File: src/shared/fsc_defines.vh
/*
 constants for the serial flash security-register read, two-frame reset and
 parameter-area read logic. assumes a 100 MHz core clock and a slower serial clock.
*/
// Contract
// - security read: opcode 48h, three address bytes, one dummy byte, sampled on rising sclk
// - after the dummy byte, data bits change on falling sclk edges
// - any start byte; the address advances by one after each output byte
// - low ten bits wrap 3ffh to 000h; output runs until chip select rises
// - bits 15:12 pick the register (000x, 0010, 0011); 23:16 and 11:10 zero
// - reset takes two frames: 66h, then 99h, chip select high after each
// - accepted reset aborts work and clears every volatile setting
// - after reset, commands are ignored about 30 us, or 12 ms after erase work
// - opcode 5ah reads the fixed parameter header area
// - signature 50444653h first, then revisions 00h/01h, count 01h, ffh fillers
// - first header: id 00h, revision 1.0, length 09h, pointer 000030h
// - second header: maker id, revision 1.0, length 03h, pointer 000060h, ffh
`ifndef FSC_DEFINES_VH
`define FSC_DEFINES_VH
`define FSC_OP_SECREAD 8'h48
`define FSC_OP_RSTEN 8'h66
`define FSC_OP_RST 8'h99
`define FSC_OP_PARAM 8'h5A
`define FSC_CLK_MHZ 100
`define FSC_TRST_NS 30000
`define FSC_TRSTE_NS 12000000
`define FSC_TRST_CYC ((`FSC_TRST_NS * `FSC_CLK_MHZ) / 1000)
`define FSC_TRSTE_CYC ((`FSC_TRSTE_NS * `FSC_CLK_MHZ) / 1000)
`define FSC_WRAP_LAST 10'h3FF
`define FSC_HDR_LAST 8'h17
// arbitrary maker code, stands for no real vendor
`define FSC_MAKER_ID 8'h3C
`endif

File: src/core/fsc_param_rom.v
/*
 fixed parameter header area, byte addressed; bytes past the header read ffh.
 assumes a registered address from the command logic.
*/
`timescale 1ns/1ps
`include "fsc_defines.vh"
module fsc_param_rom (
   input wire [7:0] addr,
   output reg [7:0] data
);
   always @* begin
      case (addr)
         8'h00: data = 8'h53;
         8'h01: data = 8'h46;
         8'h02: data = 8'h44;
         8'h03: data = 8'h50;
         8'h04: data = 8'h00;
         8'h05: data = 8'h01;
         8'h06: data = 8'h01;
         8'h08: data = 8'h00;
         8'h09: data = 8'h00;
         8'h0A: data = 8'h01;
         8'h0B: data = 8'h09;
         8'h0C: data = 8'h30;
         8'h0D: data = 8'h00;
         8'h0E: data = 8'h00;
         8'h10: data = `FSC_MAKER_ID;
         8'h11: data = 8'h00;
         8'h12: data = 8'h01;
         8'h13: data = 8'h03;
         8'h14: data = 8'h60;
         8'h15: data = 8'h00;
         8'h16: data = 8'h00;
         default: data = 8'hFF;
      endcase
   end
endmodule

File: src/core/fsc_cmd.v
/*
 serial command logic: security register read, enable-reset/reset, parameter read.
 assumes cs_n, sclk and si come from pins and are oversampled by core_clk, which
 must run more than eight times the serial clock rate.
*/
`timescale 1ns/1ps
`include "fsc_defines.vh"
module fsc_cmd #(
   parameter [31:0] TRST_CYC = `FSC_TRST_CYC,
   parameter [31:0] TRSTE_CYC = `FSC_TRSTE_CYC
) (
   input wire core_clk,
   input wire rst,
   input wire clk_en,
   input wire cs_n,
   input wire sclk,
   input wire si,
   input wire erase_active,
   input wire [7:0] sec_rd_data,
   output reg [11:0] sec_rd_addr,
   output reg [1:0] sec_rd_sel,
   output reg so,
   output reg so_oe_n,
   output reg reset_pulse,
   output reg reset_busy,
   output reg write_latch_flag,
   output reg suspend_flag,
   output reg [7:0] read_param_bits,
   output reg [7:0] continuous_read_bits,
   output reg [2:0] wrap_length_bits,
   input wire set_write_latch,
   input wire set_suspend,
   input wire [7:0] new_read_param,
   input wire [7:0] new_continuous_read,
   input wire [2:0] new_wrap_length,
   input wire load_settings
);
   localparam ST_CMD = 3'd0;
   localparam ST_ADDR = 3'd1;
   localparam ST_DUMMY = 3'd2;
   localparam ST_OUT = 3'd3;
   localparam ST_SKIP = 3'd4;

   // three-stage pin synchronisers; stage 0 only feeds stage 1
   reg [2:0] cs_s, ck_s, si_s;
   reg cs_q, ck_q;
   reg [2:0] state;
   reg [7:0] shreg;
   reg [2:0] bitcnt;
   reg [1:0] bytecnt;
   reg [23:0] addr;
   reg is_param;
   reg armed;
   reg got_rst;
   reg [31:0] rst_cnt;
   reg [7:0] out_byte;
   wire [7:0] rom_data;
   wire [7:0] next_shreg;

   function addr_ok;
      input [23:0] a;
      begin
         addr_ok = (a[23:16] == 8'h00) && (a[11:10] == 2'b00) &&
            (a[15:13] == 3'b000 || a[15:12] == 4'b0010 || a[15:12] == 4'b0011);
      end
   endfunction

   function [1:0] reg_sel;
      input [23:0] a;
      begin
         reg_sel = (a[15:13] == 3'b000) ? 2'd0 : (a[12] ? 2'd2 : 2'd1);
      end
   endfunction

   fsc_param_rom u_rom (
      .addr(addr[7:0]),
      .data(rom_data)
   );

   wire cs_stable = (cs_s[1] == cs_s[2]);
   wire ck_stable = (ck_s[1] == ck_s[2]);
   wire cs_low = cs_stable ? ~cs_s[2] : ~cs_q;
   wire cs_rise = cs_stable && cs_s[2] && !cs_q;
   wire ck_level = ck_stable ? ck_s[2] : ck_q;
   wire ck_rise = ck_level && !ck_q && cs_low;
   wire ck_fall = !ck_level && ck_q && cs_low;
   assign next_shreg = {shreg[6:0], si_s[2]};

   always @(posedge core_clk) begin
      if (rst) begin
         cs_s <= 3'b111;
         ck_s <= 3'b000;
         si_s <= 3'b000;
         cs_q <= 1'b1;
         ck_q <= 1'b0;
      end else if (clk_en) begin
         cs_s <= {cs_s[1:0], cs_n};
         ck_s <= {ck_s[1:0], sclk};
         si_s <= {si_s[1:0], si};
         cs_q <= ~cs_low;
         ck_q <= ck_level;
      end
   end

   always @(posedge core_clk) begin
      if (rst) begin
         state <= ST_CMD;
         shreg <= 8'h00;
         bitcnt <= 3'd0;
         bytecnt <= 2'd0;
         addr <= 24'h00_0000;
         is_param <= 1'b0;
         armed <= 1'b0;
         got_rst <= 1'b0;
         so <= 1'b0;
         so_oe_n <= 1'b1;
         out_byte <= 8'h00;
         sec_rd_addr <= 12'h000;
         sec_rd_sel <= 2'd0;
      end else if (clk_en) begin
         got_rst <= 1'b0;
         if (cs_rise || !cs_low) begin
            // frame end: a lone 66h opcode arms, a lone 99h fires only right after a lone 66h frame
            if (cs_rise && state == ST_CMD && bitcnt == 3'd0 && !reset_busy) begin
               if (shreg == `FSC_OP_RSTEN) begin
                  armed <= 1'b1;
               end else begin
                  armed <= 1'b0;
                  got_rst <= armed && (shreg == `FSC_OP_RST);
               end
            end else if (cs_rise) begin
               armed <= 1'b0;
            end
            if (cs_rise) begin
               shreg <= 8'h00;
            end
            state <= ST_CMD;
            bitcnt <= 3'd0;
            bytecnt <= 2'd0;
            so_oe_n <= 1'b1;
         end else if (ck_rise) begin
            shreg <= next_shreg;
            bitcnt <= bitcnt + 3'd1;
            if (bitcnt == 3'd7) begin
               case (state)
                  ST_CMD: begin
                     bytecnt <= 2'd0;
                     if (reset_busy) begin
                        state <= ST_SKIP;
                     end else if (bytecnt != 2'd0) begin
                        // a reset opcode must be alone in its frame
                        state <= ST_SKIP;
                     end else if (next_shreg == `FSC_OP_SECREAD) begin
                        is_param <= 1'b0;
                        state <= ST_ADDR;
                     end else if (next_shreg == `FSC_OP_PARAM) begin
                        is_param <= 1'b1;
                        state <= ST_ADDR;
                     end else if (next_shreg != `FSC_OP_RSTEN && next_shreg != `FSC_OP_RST) begin
                        state <= ST_SKIP;
                     end else begin
                        bytecnt <= 2'd1;
                     end
                  end
                  ST_ADDR: begin
                     addr <= {addr[15:0], next_shreg};
                     bytecnt <= bytecnt + 2'd1;
                     if (bytecnt == 2'd2) begin
                        state <= ST_DUMMY;
                     end
                  end
                  ST_DUMMY: begin
                     // invalid security address: stay silent for the frame
                     if (!is_param && !addr_ok(addr)) begin
                        state <= ST_SKIP;
                     end else begin
                        state <= ST_OUT;
                     end
                     sec_rd_addr <= {2'b00, addr[9:0]};
                     sec_rd_sel <= reg_sel(addr);
                  end
                  default: state <= state;
               endcase
            end else if (state == ST_CMD && bitcnt == 3'd0) begin
               armed <= armed;
            end
         end else if (ck_fall && state == ST_OUT) begin
            so_oe_n <= 1'b0;
            if (bitcnt == 3'd0) begin
               // bytes 18h to ffh read ffh from the rom, which sees only addr[7:0]
               so <= is_param ? rom_data[7] : sec_rd_data[7];
               out_byte <= is_param ? rom_data : sec_rd_data;
            end else begin
               so <= out_byte[3'd7 - bitcnt];
               if (bitcnt == 3'd7) begin
                  addr[9:0] <= (addr[9:0] == `FSC_WRAP_LAST) ? 10'h000 : addr[9:0] + 10'h001;
                  sec_rd_addr[9:0] <= (addr[9:0] == `FSC_WRAP_LAST) ? 10'h000 : addr[9:0] + 10'h001;
                  if (is_param) begin
                     addr[23:10] <= addr[23:10];
                  end
               end
            end
         end
      end
   end

   // reset window: outputs ignored commands; long window when erase work was live
   always @(posedge core_clk) begin
      if (rst) begin
         rst_cnt <= 32'd0;
         reset_busy <= 1'b0;
         reset_pulse <= 1'b0;
      end else if (clk_en) begin
         reset_pulse <= got_rst;
         if (got_rst) begin
            rst_cnt <= erase_active ? TRSTE_CYC : TRST_CYC;
            reset_busy <= 1'b1;
         end else if (rst_cnt > 32'd1) begin
            rst_cnt <= rst_cnt - 32'd1;
         end else begin
            rst_cnt <= 32'd0;
            reset_busy <= 1'b0;
         end
      end
   end

   always @(posedge core_clk) begin
      if (rst) begin
         write_latch_flag <= 1'b0;
         suspend_flag <= 1'b0;
         read_param_bits <= 8'h00;
         continuous_read_bits <= 8'h00;
         wrap_length_bits <= 3'b000;
      end else if (clk_en) begin
         if (got_rst) begin
            write_latch_flag <= 1'b0;
            suspend_flag <= 1'b0;
            read_param_bits <= 8'h00;
            continuous_read_bits <= 8'h00;
            wrap_length_bits <= 3'b000;
         end else begin
            if (set_write_latch) begin
               write_latch_flag <= 1'b1;
            end
            if (set_suspend) begin
               suspend_flag <= 1'b1;
            end
            if (load_settings) begin
               read_param_bits <= new_read_param;
               continuous_read_bits <= new_continuous_read;
               wrap_length_bits <= new_wrap_length;
            end
         end
      end
   end
endmodule

File: config.mk
export PLATFORM = sky130hd
export DESIGN_NAME = fsc_cmd
export DESIGN_NICKNAME = d
export VERILOG_FILES = /design/src/core/fsc_param_rom.v /design/src/core/fsc_cmd.v
export VERILOG_INCLUDE_DIRS = /design/src /design/src/shared
export SDC_FILE = /design/constraint.sdc
export NUM_CORES = 1
export LEC_CHECK = 0
export BUFFER_PORTS_ARGS = -buffer_cell sky130_fd_sc_hd__buf_4
export CAP_MARGIN = 10
export CORE_ASPECT_RATIO = 1.25
export CORE_MARGIN = 3
export CORE_UTILIZATION = 45
export DETAILED_ROUTE_END_ITERATION = 12
export GPL_ROUTABILITY_DRIVEN = 0
export GPL_TIMING_DRIVEN = 0
export SLEW_MARGIN = 20
export SYNTH_ARGS = -nofsm -noshare
export SYNTH_HDL_FRONTEND = slang
export SYNTH_SLANG_ARGS = --single-unit
File: constraint.sdc
create_clock -name core_clk -period 3.5 [get_ports core_clk]
set_input_delay 0.7 -clock core_clk [delete_from_list [all_inputs] [get_ports core_clk]]
set_output_delay 0.7 -clock core_clk [all_outputs]
set_load 0.02 [all_outputs]
==> results by group <==
Drt
  • Drt first pass iters: 5
  • Vias/cell: 5.69
  • WL/cell: 17.1 um
  • Total detailed-routing wirelength: 18200 um
  • Starting DRT DRC Count: 432
  • ANT nets after route: 0
  • Residual DRC: 0
  • DR vias: 6065

Synthesis
  • Synth Area in Compound Gates: 0.164
  • Post-Synth XOR/XNOR Area: 0.0350
  • Syn Std Cell Area: 6510 um^2
  • Top FF cell, synth: dfxtp_1
  • Number of enable flip-flop cells after synthesis: 0
  • Mean Syn Cell Area: 8.31 um^2
  • Synth cell types: 69
  • Synthesized instance count: 784
  • Mux cell area share after synthesis: 0.0567
  • Fraction of the mapped netlist area in adder cells: 0.0231
  • Register area share after synthesis: 0.427
  • Ys Warns: 0
  • Asr flop ratio synth: 0
  • Largest family of logic cells by synthesized area: simple AND/OR/NAND/NOR gates
  • Synth Register Bits: 139
  • Simple-gate share of the synthesized area: 0.254

CTS
  • Num CTS Buffers: 17
  • Max clock buf depth: 2
  • TritonCTS clock tree: done
  • CTS H-tree lvls: 4
  • TritonCTS Sinks: 139
  • Clock-pin slew on the worst setup and hold paths: 0.06 ns
  • Worst skew pair latency: 0.42 ns
  • Post-cts hold buffer count: 0
  • Root Buffer: clkbuf_16

Die
  • FP Rows: 48
  • Die Y-Extent: 141 um
  • Die area: 16000 um^2
  • Core footprint: 14000 um^2
  • Starting density of the core: 0.465
  • Die width: 114 um
  • IO Pins: 76

Min path
  • Worst Hold Launch: out_byte[1]
  • Hold Crit Depth: 2
  • Hold WC Path Type: reg2reg
  • Hold Path Sink: out_byte[1]

Power
  • Maximum vdd ir drop: 377 uV
  • Sequential power share: 0.426
  • Net Switching: 1050 uW
  • Total power: 4020 uW
  • Clk pwr share: 0.441
  • Pwr dens: 507 nW/um^2
  • Sw Ratio: 0.262
  • Cell internal pwr: 2970 uW
  • Combinational power share: 0.133
  • Leakage: 0.00295 uW

Worst setup path
  • Critical Path Source Type: flip-flop
  • Max FO, Critical Path: 12
  • Reg-to-Reg Start: cs_s[2]
  • Endpoint class of the critical path: flip-flop
  • Reg-to-reg setup timing slack: 0.13 ns
  • Worst EP arrival: 3.64 ns
  • Crit path required time: 3.77 ns
  • Critical path type: reg2reg
  • R2R depth: 13

Final layout
  • Fin nets: 926
  • Reg area: 2780 um^2
  • Antenna Cells: 0
  • Area growth, synth to finish: 22.0%
  • Area of the multi-input gates: 3540 um^2
  • Fillers: 1281
  • Fraction of layout cells with a size suffix above 1: 0.158

Global routing
  • First-pass GRT wire length: 29200 um
  • Number of global-route vias before repair: 5866
  • Gr ovfl total: 0
  • Total GRT Usage: 0.230
  • Initial antenna violation count: 0
  • Largest net degree at the start of global routing: 17

Placed design
  • Pre-CTS setup slack: -0.638 ns
  • Detailed Place HPWL: 13300 um
  • Port buffer count: 72

Timing
  • Max Fclk: 297 MHz
  • Worst Tran Pin Value: 0.856 ns
  • Final setup vio count: 0
  • Slew Limit Fails: 0
  • Fin crit period: 3.37 ns
  • Relative slew slack: 0.429
  • Final Cycle Share: 0.963
  • TNS Setup: 0 ns
  • Endpoints failing hold: 0
  • Layout Skew: 0.00560 ns
  • RSZ-0062 raised after global routing: no
  • Crit path setup slack, layout: 0.128 ns

Run status
  • Outcome: finished clean

Flow run
  • Max Cap Viol: 0
## synth_stat cells (all sizes together) (5+ instances only)
cell type / instances / share of area
a211oi: 7 / 0.0081
a21oi: 62 / 0.048
a22oi: 20 / 0.023
a31oi: 9 / 0.0086
and3: 5 / 0.0048
buf: 8 / 0.0081
clkbuf: 36 / 0.021
dfxtp: 139 / 0.43
ha: 12 / 0.023
inv: 16 / 0.0092
mux2i: 29 / 0.045
nand2: 84 / 0.048
nand2b: 10 / 0.0096
nand3: 18 / 0.014
nand3b: 7 / 0.0081
nand4: 13 / 0.012
nor2: 111 / 0.065
nor3: 30 / 0.023
nor4: 17 / 0.016
o21ai: 42 / 0.034
o221ai: 8 / 0.011
o31ai: 5 / 0.0058
or3: 9 / 0.0088
or4: 6 / 0.0083
xnor2: 17 / 0.023
xor2: 9 / 0.012
## sequential cells by signal, summed over array words and instances (netlist names), 2 cells and up, named ones only
name / cells
rst_cnt: 32
addr: 24
sec_rd_addr: 10
continuous_read_bits: 8
out_byte: 8
read_param_bits: 8
shreg: 8
bitcnt: 3
ck_s: 3
cs_s: 3
si_s: 3
state: 3
wrap_length_bits: 3
bytecnt: 2
sec_rd_sel: 2
## repair_timing
| action | CTS | global route |
|---|---|---|
| pin swaps | 0 | 1 |
| setup buffers | 0 | 2 |
| setup endpoints to repair | 8 | 6 |
| resized for setup | 8 | 6 |
## metrics by stage
| step | cell area (um^2) | util | instances | hold WS, ns |
|---|---|---|---|---|
| after floorplan | 6520 | - | 785 | 0.429 |
| after CTS | 7890 | 0.564 | 1063 | 0.452 |
| after detailed placement | 7280 | 0.520 | 1032 | 0.446 |
| final | 7950 | 0.568 | 1065 | 0.454 |
| after global routing | 7950 | 0.568 | 1065 | 0.481 |
| after global placement | 7280 | 0.520 | 1032 | 0.442 |
## kinds of logic (layout without fill, tap and decap cells)
kind of cell,after synthesis,in the layout
xor gates and xnor gates,26,26
buffers and inverters,62,167
and+or+nand+nor,336,336
DFF,139,139
adders and majority gates,12,12
muxes,34,34
other,1,2
AOI/OAI and AO/OA,174,174
## layout make-up
class / instances / share of cell area
plain buffers: 43 / 0.0243
clock buffers: 21 / 0.0592
clock inverters: 11 / 0.0150
inverters: 18 / 0.00850
multi-input cells: 584 / 0.445
flip-flops and latches: 139 / 0.350
well taps: 175 / 0.0276
repair buffers: 74 / 0.0699
## critical path, cell delays in order (launching register included)
cell and delay (ns):
dfxtp_1 0.35, ha_1 0.37, mux2_2 0.47, nor2_2 0.23, clkbuf_4 0.25, clkbuf_4 0.25, nand2_1 0.12, a31oi_4 0.27
inv_1 0.09, ha_1 0.22, inv_1 0.07, nor2_1 0.04, o21ai_0 0.28, o221ai_1 0.20
## metal layers
layer	wire (um)	track usage	vias to the layer above
met5	0	0	-
met4	497	0.0987	0
met3	682	0.0501	38
met2	9380	0.404	168
met1	7690	0.265	2877
li1	-	-	2982
## worst max-delay path by stage
stage,from,end,slack [ns],depth (start not counted)
final,cs_s[2],flip-flop,0.13,13
after global routing,cs_s[2],flip-flop,0.003,13
after CTS,cs_s[1],flip-flop,0.002,12
after detailed placement,cs_s[1],flip-flop,-0.64,14
after global placement,cs_s[1],flip-flop,-0.59,14
after floorplan,cs_s[2],flip-flop,0.43,14
## power groups by stage
| stage | logic, uW | clock network (uW) | registers [uW] |
|---|---|---|---|
| floorplan | 370 | 0 | 1750 |
| global placement | 522 | 0 | 1740 |
| detailed placement | 531 | 0 | 1750 |
| CTS | 535 | 1800 | 1710 |
| global route | 595 | 1880 | 1720 |
| finish | 534 | 1780 | 1710 |
## cell usage in the layout, fill, tap and decap left out, types with 9 or more instances in the layout
master / instances
ha_1: 12
nand4_1: 13
mux2i_1: 28
dfxtp_1: 139
a22oi_1: 20
buf_4: 76
nand2_1: 84
nor4_1: 17
inv_1: 16
clkbuf_1: 33
nand2b_1: 10
a21oi_1: 61
nor2_1: 109
xnor2_1: 17
nor3_1: 30
xor2_1: 9
nand3_1: 18
clkbuf_16: 17
o21ai_0: 39
Power figures use the tool's default switching activity.
